File: config.mk
export PLATFORM = sky130hd
export DESIGN_NAME = mdio_management_host
export DESIGN_NICKNAME = d
export VERILOG_FILES = /design/src/verilog/mdio_host_pkg.sv /design/src/verilog/axi_lite_single_master.sv /design/src/verilog/mdio_management_host.sv
export SDC_FILE = /design/constraint.sdc
export NUM_CORES = 1
export LEC_CHECK = 0
export BUFFER_PORTS_ARGS = -buffer_cell sky130_fd_sc_hd__buf_2
export CORE_AREA = 2 2 139 242
export DETAILED_ROUTE_END_ITERATION = 12
export DIE_AREA = 0 0 141 244
export HOLD_SLACK_MARGIN = 0.03
export PLACE_DENSITY_LB_ADDON = 0.15
export SYNTH_ARGS = -nofsm -noshare
export SYNTH_HDL_FRONTEND = slang
export SYNTH_HIERARCHICAL = 1
export SYNTH_SLANG_ARGS = --single-unit
File: constraint.sdc
create_clock -name clk -period 2.8 [get_ports clk]
set_input_delay 0.14 -clock clk [delete_from_list [all_inputs] [get_ports clk]]
set_output_delay 0.14 -clock clk [all_outputs]
set_load 0.005 [all_outputs]
File: src/verilog/mdio_host_pkg.sv
package mdio_host_pkg;

  // ****************************************************************
  // Host-side register map (plain port, byte addresses)
  // ****************************************************************
  localparam logic [7:0] HOST_CFG      = 8'h00;
  localparam logic [7:0] HOST_TARGET   = 8'h04;
  localparam logic [7:0] HOST_REGADDR  = 8'h08;
  localparam logic [7:0] HOST_WDATA    = 8'h0C;
  localparam logic [7:0] HOST_GO       = 8'h10;
  localparam logic [7:0] HOST_STATUS   = 8'h14;
  localparam logic [7:0] HOST_RDATA    = 8'h18;
  localparam logic [7:0] HOST_IRQ_STAT = 8'h1C;
  localparam logic [7:0] HOST_IRQ_MASK = 8'h20;

  // ****************************************************************
  // Device register offsets on the management bus
  // ****************************************************************
  localparam logic [15:0] DEV_CFG0   = 16'h0500;
  localparam logic [15:0] DEV_CFG1   = 16'h0504;
  localparam logic [15:0] DEV_TXDATA = 16'h0508;
  localparam logic [15:0] DEV_RXDATA = 16'h050C;

  // ****************************************************************
  // Field positions
  // ****************************************************************
  localparam int CFG0_DIV_LSB   = 0;
  localparam int CFG0_EN_BIT    = 6;
  localparam int CFG1_OP_LSB    = 14;
  localparam int CFG1_INIT_BIT  = 11;
  localparam int CFG1_READY_BIT = 7;
  localparam int CFG1_DEVAD_LSB = 16;
  localparam int CFG1_PRTAD_LSB = 24;
  localparam int GO_JOB_LSB     = 0;
  localparam int IRQ_DONE_BIT   = 0;
  localparam int IRQ_ERR_BIT    = 1;

  // ****************************************************************
  // Reset values and timing
  // ****************************************************************
  localparam logic [5:0]  DIV_RESET   = 6'h00;
  localparam logic [1:0]  MASK_RESET  = 2'h0;
  localparam int          CLK_KHZ     = 20000;
  localparam int          MDC_MAX_KHZ = 2500;
  // Least divide value keeping the serial clock at or below its maximum
  localparam int          DIV_MIN_INT = (CLK_KHZ + 2 * MDC_MAX_KHZ - 1) / (2 * MDC_MAX_KHZ) - 1;
  localparam logic [5:0]  DIV_MIN     = 6'(DIV_MIN_INT);

  // ****************************************************************
  // Frame opcodes and host jobs
  // ****************************************************************
  localparam logic [1:0] OP_ADDR  = 2'h0;
  localparam logic [1:0] OP_WRITE = 2'h1;
  localparam logic [1:0] OP_INCR  = 2'h2;
  localparam logic [1:0] OP_READ  = 2'h3;

  localparam logic [1:0] JOB_WRITE   = 2'h0;
  localparam logic [1:0] JOB_READ    = 2'h1;
  localparam logic [1:0] JOB_SETADDR = 2'h2;
  localparam logic [1:0] JOB_INCR    = 2'h3;

  typedef enum logic [2:0] {
    SEQ_IDLE, SEQ_CFG0, SEQ_PRE_POLL, SEQ_TXD, SEQ_INIT, SEQ_POST_POLL, SEQ_RXD
  } seq_state_type;

  typedef enum logic [2:0] {
    AXI_IDLE, AXI_WRITE, AXI_RESP_B, AXI_READ, AXI_RESP_R
  } axi_state_type;

endpackage

File: src/verilog/axi_lite_single_master.sv
`timescale 1ns/1ns

// ****************************************************************
// One-at-a-time AXI4-Lite master
// ****************************************************************
module axi_lite_single_master
  import mdio_host_pkg::*;
#(
  parameter int ADDR_W = 16
) (
  input  wire logic              clk,
  input  wire logic              reset_n,
  input  wire logic              cmdValid,
  input  wire logic              cmdWrite,
  input  wire logic [ADDR_W-1:0] cmdAddr,
  input  wire logic [31:0]       cmdWdata,
  output logic                   cmdDone,
  output logic                   cmdErr,
  output logic [31:0]            cmdRdata,
  output logic [ADDR_W-1:0]      awaddr,
  output logic                   awvalid,
  input  wire logic              awready,
  output logic [31:0]            wdata,
  output logic [3:0]             wstrb,
  output logic                   wvalid,
  input  wire logic              wready,
  input  wire logic [1:0]        bresp,
  input  wire logic              bvalid,
  output logic                   bready,
  output logic [ADDR_W-1:0]      araddr,
  output logic                   arvalid,
  input  wire logic              arready,
  input  wire logic [31:0]       rdata,
  input  wire logic [1:0]        rresp,
  input  wire logic              rvalid,
  output logic                   rready
);

  typedef struct packed {
    axi_state_type     state;
    logic [ADDR_W-1:0] awaddr;
    logic              awvalid;
    logic [31:0]       wdata;
    logic              wvalid;
    logic              bready;
    logic [ADDR_W-1:0] araddr;
    logic              arvalid;
    logic              rready;
    logic              done;
    logic              err;
    logic [31:0]       rdata;
  } axi_regs_type;

  axi_regs_type q;
  axi_regs_type d;

  // Handshake sequencing for one write or one read
  always_comb begin
    d      = q;
    d.done = 1'b0;
    unique case (q.state)
      AXI_IDLE: begin
        if (cmdValid && cmdWrite) begin
          d.awaddr  = cmdAddr;
          d.wdata   = cmdWdata;
          d.awvalid = 1'b1;
          d.wvalid  = 1'b1;
          d.state   = AXI_WRITE;
        end else if (cmdValid) begin
          d.araddr  = cmdAddr;
          d.arvalid = 1'b1;
          d.state   = AXI_READ;
        end
      end
      AXI_WRITE: begin
        if (awready) begin
          d.awvalid = 1'b0;
        end
        if (wready) begin
          d.wvalid = 1'b0;
        end
        if ((!q.awvalid || awready) && (!q.wvalid || wready)) begin
          d.bready = 1'b1;
          d.state  = AXI_RESP_B;
        end
      end
      AXI_RESP_B: begin
        if (bvalid) begin
          d.bready = 1'b0;
          d.done   = 1'b1;
          d.err    = bresp[1];
          d.state  = AXI_IDLE;
        end
      end
      AXI_READ: begin
        if (arready) begin
          d.arvalid = 1'b0;
          d.rready  = 1'b1;
          d.state   = AXI_RESP_R;
        end
      end
      AXI_RESP_R: begin
        if (rvalid) begin
          d.rready = 1'b0;
          d.rdata  = rdata;
          d.err    = rresp[1];
          d.done   = 1'b1;
          d.state  = AXI_IDLE;
        end
      end
    endcase
  end

  // State register
  always_ff @(posedge clk) begin
    if (!reset_n) begin
      q <= '0;
    end else begin
      q <= d;
    end
  end

  // Outputs straight from flops, except wstrb, which is tied to 4'hF
  assign cmdDone  = q.done;
  assign cmdErr   = q.err;
  assign cmdRdata = q.rdata;
  assign awaddr   = q.awaddr;
  assign awvalid  = q.awvalid;
  assign wdata    = q.wdata;
  assign wstrb    = 4'hF;
  assign wvalid   = q.wvalid;
  assign bready   = q.bready;
  assign araddr   = q.araddr;
  assign arvalid  = q.arvalid;
  assign rready   = q.rready;

endmodule

File: src/verilog/mdio_management_host.sv
// Our own choices: the address map and strobed register access.
`timescale 1ns/1ns

// Summary of operation
// - Nonzero divide values below the 2.5 MHz limit are raised to the least safe value; zero is kept and clears enable.
// - Configuration word 0 is written with divide and enable before any frame.
// - A frame starts only after ready reads 1, by writing the initiate bit.
// - Opcode 00 sends the PHY register address from the transmit data.
// - Opcode 01 writes the transmit data word at the current address.
// - Opcode 11 reads the word at the current address.
// - Opcode 10 reads the word and then advances the PHY address.
// - Repeated increment jobs read consecutive PHY registers after one address.
// - Port and device address fields of word 1 select the target.
// - A register write is an address frame then a write frame.
// - A register read is an address frame, read frame, then receive data fetch.
module mdio_management_host
  import mdio_host_pkg::*;
#(
  parameter int ADDR_W = 16
) (
  input  wire logic              clk,
  input  wire logic              reset_n,
  input  wire logic [7:0]        regAddr,
  input  wire logic [31:0]       regWdata,
  input  wire logic              regWrite,
  input  wire logic              regRead,
  output logic [31:0]            regRdata,
  output logic                   irq,
  output logic [ADDR_W-1:0]      awaddr,
  output logic                   awvalid,
  input  wire logic              awready,
  output logic [31:0]            wdata,
  output logic [3:0]             wstrb,
  output logic                   wvalid,
  input  wire logic              wready,
  input  wire logic [1:0]        bresp,
  input  wire logic              bvalid,
  output logic                   bready,
  output logic [ADDR_W-1:0]      araddr,
  output logic                   arvalid,
  input  wire logic              arready,
  input  wire logic [31:0]       rdata,
  input  wire logic [1:0]        rresp,
  input  wire logic              rvalid,
  output logic                   rready
);

  // ****************************************************************
  // State
  // ****************************************************************
  typedef struct packed {
    seq_state_type     state;
    logic [1:0]        job;
    logic [1:0]        opcode;
    logic [5:0]        div;
    logic              en;
    logic              cfgOk;
    logic [4:0]        prtad;
    logic [4:0]        devad;
    logic [15:0]       phyAddr;
    logic [15:0]       phyWdata;
    logic [15:0]       phyRdata;
    logic [1:0]        irqStat;
    logic [1:0]        irqMask;
    logic              irq;
    logic [31:0]       rdOut;
    logic              cmdValid;
    logic              cmdWrite;
    logic [ADDR_W-1:0] cmdAddr;
    logic [31:0]       cmdWdata;
  } host_regs_type;

  host_regs_type q;
  host_regs_type d;

  logic        cmdDone;
  logic        cmdErr;
  logic [31:0] cmdRdata;

  // Frame control word for the current opcode with initiate set
  function automatic logic [31:0] frameWord(input logic [1:0] op, input logic [4:0] prt,
                                            input logic [4:0] dev);
    logic [31:0] w;
    w                              = 32'h0000_0000;
    w[CFG1_OP_LSB +: 2]            = op;
    w[CFG1_DEVAD_LSB +: 5]         = dev;
    w[CFG1_PRTAD_LSB +: 5]         = prt;
    w[CFG1_INIT_BIT]               = 1'b1;
    return w;
  endfunction

  // Queue one bus access for the master
  function automatic host_regs_type issue(input host_regs_type s, input logic wr,
                                          input logic [15:0] a, input logic [31:0] v);
    host_regs_type r;
    r          = s;
    r.cmdValid = 1'b1;
    r.cmdWrite = wr;
    r.cmdAddr  = ADDR_W'(a);
    r.cmdWdata = v;
    return r;
  endfunction

  // ****************************************************************
  // Sequencer and host registers
  // ****************************************************************
  always_comb begin
    logic       setDone;
    logic       setErr;
    logic [1:0] clrBits;
    logic [5:0] newDiv;
    setDone    = 1'b0;
    setErr     = 1'b0;
    clrBits    = 2'h0;
    newDiv     = regWdata[CFG0_DIV_LSB +: 6];
    d          = q;
    d.cmdValid = 1'b0;
    d.rdOut    = 32'h0000_0000;

    // Host register writes; configuration and jobs only while idle
    if (regWrite) begin
      unique case (regAddr)
        HOST_CFG: begin
          if (q.state == SEQ_IDLE) begin
            if (newDiv != DIV_RESET && newDiv < DIV_MIN) begin
              newDiv = DIV_MIN;
            end
            d.div   = newDiv;
            d.en    = regWdata[CFG0_EN_BIT] && (newDiv != DIV_RESET);
            d.cfgOk = 1'b0;
            d       = issue(d, 1'b1, DEV_CFG0,
                            {25'h0, d.en, d.div});
            d.state = SEQ_CFG0;
          end
        end
        HOST_TARGET: begin
          d.prtad = regWdata[4:0];
          d.devad = regWdata[12:8];
        end
        HOST_REGADDR: d.phyAddr  = regWdata[15:0];
        HOST_WDATA:   d.phyWdata = regWdata[15:0];
        HOST_GO: begin
          if (q.state == SEQ_IDLE) begin
            if (!q.cfgOk) begin
              setErr = 1'b1;
            end else begin
              d.job    = regWdata[GO_JOB_LSB +: 2];
              d.opcode = (d.job == JOB_INCR) ? OP_INCR : OP_ADDR;
              d        = issue(d, 1'b0, DEV_CFG1, 32'h0000_0000);
              d.state  = SEQ_PRE_POLL;
            end
          end
        end
        HOST_IRQ_STAT: clrBits   = regWdata[1:0];
        HOST_IRQ_MASK: d.irqMask = regWdata[1:0];
        default: ;
      endcase
    end

    // Host register reads, data one cycle later
    if (regRead) begin
      unique case (regAddr)
        HOST_CFG:      d.rdOut = {25'h0, q.en, q.div};
        HOST_TARGET:   d.rdOut = {19'h0, q.devad, 3'h0, q.prtad};
        HOST_REGADDR:  d.rdOut = {16'h0, q.phyAddr};
        HOST_WDATA:    d.rdOut = {16'h0, q.phyWdata};
        HOST_STATUS:   d.rdOut = {30'h0, q.cfgOk, q.state != SEQ_IDLE};
        HOST_RDATA:    d.rdOut = {16'h0, q.phyRdata};
        HOST_IRQ_STAT: d.rdOut = {30'h0, q.irqStat};
        HOST_IRQ_MASK: d.rdOut = {30'h0, q.irqMask};
        default:       d.rdOut = 32'h0000_0000;
      endcase
    end

    // Device access sequencing, advanced by each completed bus access
    if (cmdDone && cmdErr) begin
      setErr  = 1'b1;
      d.state = SEQ_IDLE;
    end else if (cmdDone) begin
      unique case (q.state)
        SEQ_CFG0: begin
          d.cfgOk = q.en;
          setDone = 1'b1;
          d.state = SEQ_IDLE;
        end
        SEQ_PRE_POLL: begin
          if (!cmdRdata[CFG1_READY_BIT]) begin
            d = issue(d, 1'b0, DEV_CFG1, 32'h0000_0000);
          end else if (q.opcode == OP_ADDR) begin
            d       = issue(d, 1'b1, DEV_TXDATA, {16'h0, q.phyAddr});
            d.state = SEQ_TXD;
          end else begin
            d       = issue(d, 1'b1, DEV_CFG1, frameWord(q.opcode, q.prtad, q.devad));
            d.state = SEQ_INIT;
          end
        end
        SEQ_TXD: begin
          d       = issue(d, 1'b1, DEV_CFG1, frameWord(q.opcode, q.prtad, q.devad));
          d.state = SEQ_INIT;
        end
        SEQ_INIT: begin
          d       = issue(d, 1'b0, DEV_CFG1, 32'h0000_0000);
          d.state = SEQ_POST_POLL;
        end
        SEQ_POST_POLL: begin
          if (!cmdRdata[CFG1_READY_BIT] || cmdRdata[CFG1_INIT_BIT]) begin
            d = issue(d, 1'b0, DEV_CFG1, 32'h0000_0000);
          end else if (q.opcode == OP_READ || q.opcode == OP_INCR) begin
            d       = issue(d, 1'b0, DEV_RXDATA, 32'h0000_0000);
            d.state = SEQ_RXD;
          end else if (q.opcode == OP_ADDR && q.job == JOB_WRITE) begin
            d.opcode = OP_WRITE;
            d        = issue(d, 1'b1, DEV_TXDATA, {16'h0, q.phyWdata});
            d.state  = SEQ_TXD;
          end else if (q.opcode == OP_ADDR && q.job == JOB_READ) begin
            d.opcode = OP_READ;
            d        = issue(d, 1'b1, DEV_CFG1,
                             frameWord(OP_READ, q.prtad, q.devad));
            d.state  = SEQ_INIT;
          end else begin
            setDone = 1'b1;
            d.state = SEQ_IDLE;
          end
        end
        SEQ_RXD: begin
          d.phyRdata = cmdRdata[15:0];
          setDone    = 1'b1;
          d.state    = SEQ_IDLE;
        end
        SEQ_IDLE: ;
      endcase
    end

    // Sticky events; a new event wins over a clear in the same cycle
    d.irqStat = (q.irqStat & ~clrBits) | {setErr, setDone};
    d.irq     = |(d.irqStat & d.irqMask);
  end

  // ****************************************************************
  // State register
  // ****************************************************************
  always_ff @(posedge clk) begin
    if (!reset_n) begin
      q         <= '0;
      q.state   <= SEQ_IDLE;
      q.div     <= DIV_RESET;
      q.irqMask <= MASK_RESET;
    end else begin
      q <= d;
    end
  end

  assign regRdata = q.rdOut;
  assign irq      = q.irq;

  // ****************************************************************
  // Bus master towards the device
  // ****************************************************************
  axi_lite_single_master #(
    .ADDR_W (ADDR_W)
  ) busMaster (
    .clk      (clk),
    .reset_n  (reset_n),
    .cmdValid (q.cmdValid),
    .cmdWrite (q.cmdWrite),
    .cmdAddr  (q.cmdAddr),
    .cmdWdata (q.cmdWdata),
    .cmdDone  (cmdDone),
    .cmdErr   (cmdErr),
    .cmdRdata (cmdRdata),
    .awaddr   (awaddr),
    .awvalid  (awvalid),
    .awready  (awready),
    .wdata    (wdata),
    .wstrb    (wstrb),
    .wvalid   (wvalid),
    .wready   (wready),
    .bresp    (bresp),
    .bvalid   (bvalid),
    .bready   (bready),
    .araddr   (araddr),
    .arvalid  (arvalid),
    .arready  (arready),
    .rdata    (rdata),
    .rresp    (rresp),
    .rvalid   (rvalid),
    .rready   (rready)
  );

endmodule
==> flow_summary.toml, run 1 <==
[worst_setup_path]
critPathMaxStageDelay_ps = 520
worstPathCellList = "buf_4 > nor2b_1 > o21ai_2 > o21ai_1 > nor2_2 > buf_4 > a22o_1"
path_common_cell = "buf_4"
cp_max_fo = 34
end_kind = "flip-flop"
ff2ff_setup_slack_ps = 580
slowest_stage = "dfxtp_1"
worst-setup-path-type = "reg2reg"
crit_buf_inv = 2
cp-start-kind = "flip-flop"
critPathRequiredTime_ps = 3220
crit_family = "compound AO/OA/AOI/OAI gates"
cp.arrival_ps = 2640

[global_routing]
grt_first_pass_wirelength_um = 46000
gr-total-overflow = 0
grt_pass1_vias = 8055
grt_max_degree = 84
antenna_found_initial = 0
grtUsageTotal = 0.169

[sta]
setup_viol = 0
fin_crit_sh = 0.793
hold_viol = 0
rsz0062_at_grt = "false"
slew_headroom = 0.380
timing.fmax_mhz = 451
tightest_slew_ps = 930
fin_hold_ws_ps = 50.6
maxSlewViolCount = 0
fin_crit_ps = 2220
worst_clock_skew_ps = 10.1
fin_setup_tns_ps = 0

[detailed_routing]
vias = 8301
initialDrtViolationCount = 376
via_per_inst = 4.91
wl_per_cell_um = 17.4
drt-total-wl_um = 29400
drt.antenna.violating_nets = 0
drtPass1Iterations = 4
drc = 0

[pwr]
leakage_uw = 0.00498
ir_drop_uv = 386
cellPowerDensity_nw_per_um2 = 614

[synthesis]
ys_warn_count = 6
syn_avg_cell_area_um2 = 8.73
synth_cells = 1201
syn-cell-area_um2 = 10500

[cts]
cts_buffer_depth = 3
cts-htree-levels = 1
cts.sinks = 234
clk_transition_reported_paths_ps = 60
worstSkewPairLatency_ps = 530
cts_resized = 0
cts_setup_buffers = 0
root_buffer = "clkbuf_16"
cts_tree = "done"
cts_made_buffers = 24
hold_buffers = 48

[cells_and_area]
layout-drive-gt1-share = 0.195
nets = 1360
most-common-layout-cells = "dfxtp_1 (234), nand2_1 (233), buf_2 (136)"
diodes = 0
layout_commonest_cell = "dfxtp_1"
area_growth_pct = 16.7

[floorplanning]
ios = 191
dieWidth_um = 141
fp.dieH_um = 244
rows = 87
start_util = 0.324
core_area_um2 = 32300
dieArea_um2 = 34400

[status]
status = "finished clean"

[place]
hpwl_um = 21200
io_buffers = 136
gp_congestion = 0.841

[job]
cap_viol_max_count = 0

[min_path]
min_path_type = "in2reg"
==> worst paths after layout <==
path	from	to	cells after the start
worst max-delay path	q[159]	q[16]	7
worst min register to register	q[22]	busMaster/wdata[22]	2
worst min-delay path	regWdata[0]	q[154]	3
worst max register to register	q[159]	q[16]	7
==> worst min-delay path: stages <==
cell	delay (ps)
buf_2	200
nand3_1	100
a31oi_1	80
==> routing by layer <==
metal,up-vias,global-route usage,wire length (um)
met2,218,0.304,14800
met4,0,0.0656,1050
met3,46,0.0229,1130
met5,-,0,0
met1,3918,0.201,12400
li1,4119,-,-
==> layout make-up <==
type	instances	area (um2)
clock buffers	32	712
flip-flops and latches	234	4680
multi-input cells	779	4600
clock inverters	11	190
fillers	3371	20100
repair buffers	224	1500
well taps	400	500
inverters	12	45.0
==> registers in the layout, summed over array words and instances, names as in the netlist <==
signal and flops:
busMaster/wdata 32, busMaster/awvalid 1, busMaster/awaddr 16, busMaster/cmdDone 1, busMaster/q 3, busMaster/araddr 16
busMaster/arvalid 1, regRdata 16, busMaster/cmdRdata 16, q 127, busMaster/bready 1, irq 1
busMaster/rready 1, busMaster/cmdErr 1, busMaster/wvalid 1
==> power breakdown <==
group	leakage, uW	total [uW]	switching, uW	internal, uW
clock	0.000444	3640	1390	2250
sequential	0.00188	3430	71.2	3360
combinational	0.00265	434	229	206
total	0.00498	7500	1690	5810
==> stage by stage <==
step / power, uW / worst slack, ps / util / cells / instance area, um2
finish: 7500 / 581 / 0.378 / 1692 / 12200
global route: 7800 / 406 / 0.378 / 1692 / 12200
CTS: 7620 / 582 / 0.378 / 1692 / 12200
detailed placement: 3890 / 604 / 0.336 / 1601 / 10800
global placement: 3880 / 607 / 0.336 / 1601 / 10800
floorplan: 3760 / 889 / - / 1219 / 10500
Note: power is estimated with default switching activity, not from simulation.
==> inputs of run 2 (changes only) <==
clock period = 2.15 ns   (was 2.8 ns; I/O delays follow)
==> run 2 against run 1 <==
Worst setup slack worse by 460 ps. Clock skew shrank 1.3 ps. Design area up 1.3%. Largest power group unchanged. Die area did not move. Highest routed layer unchanged. First-iteration DRC count rose by 17%. Wire length rose by 2.8%.
==> flow_summary.toml, run 2 (same netlist as run 1, synthesis figures left out) <==
[cells_and_area]
final_cells = 1715
most-common-layout-cells = "dfxtp_1 (234), nand2_1 (233), buf_2 (136)"
layout_commonest_cell = "dfxtp_1"
largest_reg_flops = 127
largest_register = "q"
num-fill-cells = 3346
area_growth_pct = 18.3
layout-drive-gt1-share = 0.208
design_area_um2 = 12400
post-route-util = 0.383
nets = 1382

[global_routing]
grt_first_pass_wirelength_um = 46900
grt_pass1_vias = 8048
gr-total-overflow = 0
grt_max_degree = 84
antenna_found_initial = 1
grtUsageTotal = 0.172

[cts]
cts-htree-levels = 1
clk_transition_reported_paths_ps = 60
worstSkewPairLatency_ps = 540
root_buffer = "clkbuf_16"
cts_made_buffers = 24
cts_setup_buffers = 0
cts.sinks = 234
cts_tree = "done"
cts_buffer_depth = 3

[job]
cap_viol_max_count = 0

[sta]
worst_clock_skew_ps = 8.75
slew_headroom = 0.535
maxSlewViolCount = 0
timing.fmax_mhz = 493
fin_crit_ps = 2030
fin_setup_tns_ps = 0
tightest_slew_ps = 690
fin_crit_sh = 0.944
rsz0062_at_grt = "false"
fin_ws_ps = 121
hold_viol = 0
setup_viol = 0

[worst_setup_path]
reg2reg_to = "q[16]"
reg2reg_from = "q[154]"
ff2ff_path_depth = 6
ff2ff_setup_slack_ps = 190
cp.arrival_ps = 2470
end_kind = "flip-flop"
critPathLaunch = "regAddr[0]"
cp_max_fo = 4
cp-start-kind = "input pin"
worst-setup-path-type = "in2reg"
critPathRequiredTime_ps = 2590
crit_end = "regRdata[0]"

[floorplanning]
dieArea_um2 = 34400
core_area_um2 = 32300
rows = 87
ios = 191
start_util = 0.324
fp.dieH_um = 244
dieWidth_um = 141

[detailed_routing]
drt-total-wl_um = 30200
drt.antenna.violating_nets = 0
wl_per_cell_um = 17.6
drc = 0
via_per_inst = 4.82
vias = 8265
initialDrtViolationCount = 441
drtPass1Iterations = 5

[place]
placed_area_um2 = 11100
placed_cells = 1623
io_buffers = 136
dpl_worst_slack_ps = 201
gp_congestion = 0.848
hpwl_um = 21700

[pwr]
cellPowerDensity_nw_per_um2 = 776
leakage_uw = 0.00507
ir_drop_uv = 581

[min_path]
min_from = "regAddr[4]"
min_path_type = "in2reg"

[status]
status = "finished clean"
-- run 2: worst min-delay path by stage --
stage                     slack (ps)  cells past startpoint                    end
final                            100                      5            regRdata[0]
after detailed placement         370                      3  busMaster/cmdRdata[7]
after global routing             130                      5            regRdata[0]
after CTS                         70                      5            regRdata[0]
after global placement           360                      3                 q[118]
after floorplan                  250                      2                 q[105]
-- run 2: stage by stage --
step           total power, uW  hold WS (ps)
3_5_place_dp              5100           366
5_1_grt                   9960           129
2_1_floorplan             4890           251
6_report                  9620           104
3_3_place_gp              5090           363
4_1_cts                   9770          71.2
-- run 2: report_power, final --
group	switching, uW	total [uW]	internal, uW
sequential	57.2	4430	4370
combinational	346	645	299
clock	1830	4550	2720
-- run 2: worst max-delay path: stages --
cell           delay, ps
dlygate4sd3_1        530
buf_2                140
or4_1                470
nor2_2               170
buf_4                170
nand4_1               90
dlygate4sd3_1        570
a31oi_1              230
-- run 2: cell type report --
class | count | area [um2] | share of cell area
antenna | 1 | 2.50 | 0.000202
sequential | 234 | 4680 | 0.378
clock inverter | 10 | 168 | 0.0135
timing repair buffer | 246 | 1700 | 0.137
tap | 400 | 500 | 0.0404
inverter | 12 | 45.0 | 0.00363
multi-input combinational | 779 | 4610 | 0.372
clock buffer | 33 | 684 | 0.0552
-- run 2: layer usage --
layer	track usage	up-vias	part of all wire	wire length, um
li1	-	4161	-	-
met1	0.203	3865	0.42	12700
met2	0.312	195	0.51	15400
met3	0.0258	44	0.039	1190
met4	0.0665	0	0.032	968
met5	0	-	0	0
-- run 2: timing repair --
item,4_1_cts,5_1_grt
endpoints found under the hold margin,84,0
hold buffers,48,0
resized for setup,0,2
setup endpoints to repair,0,5
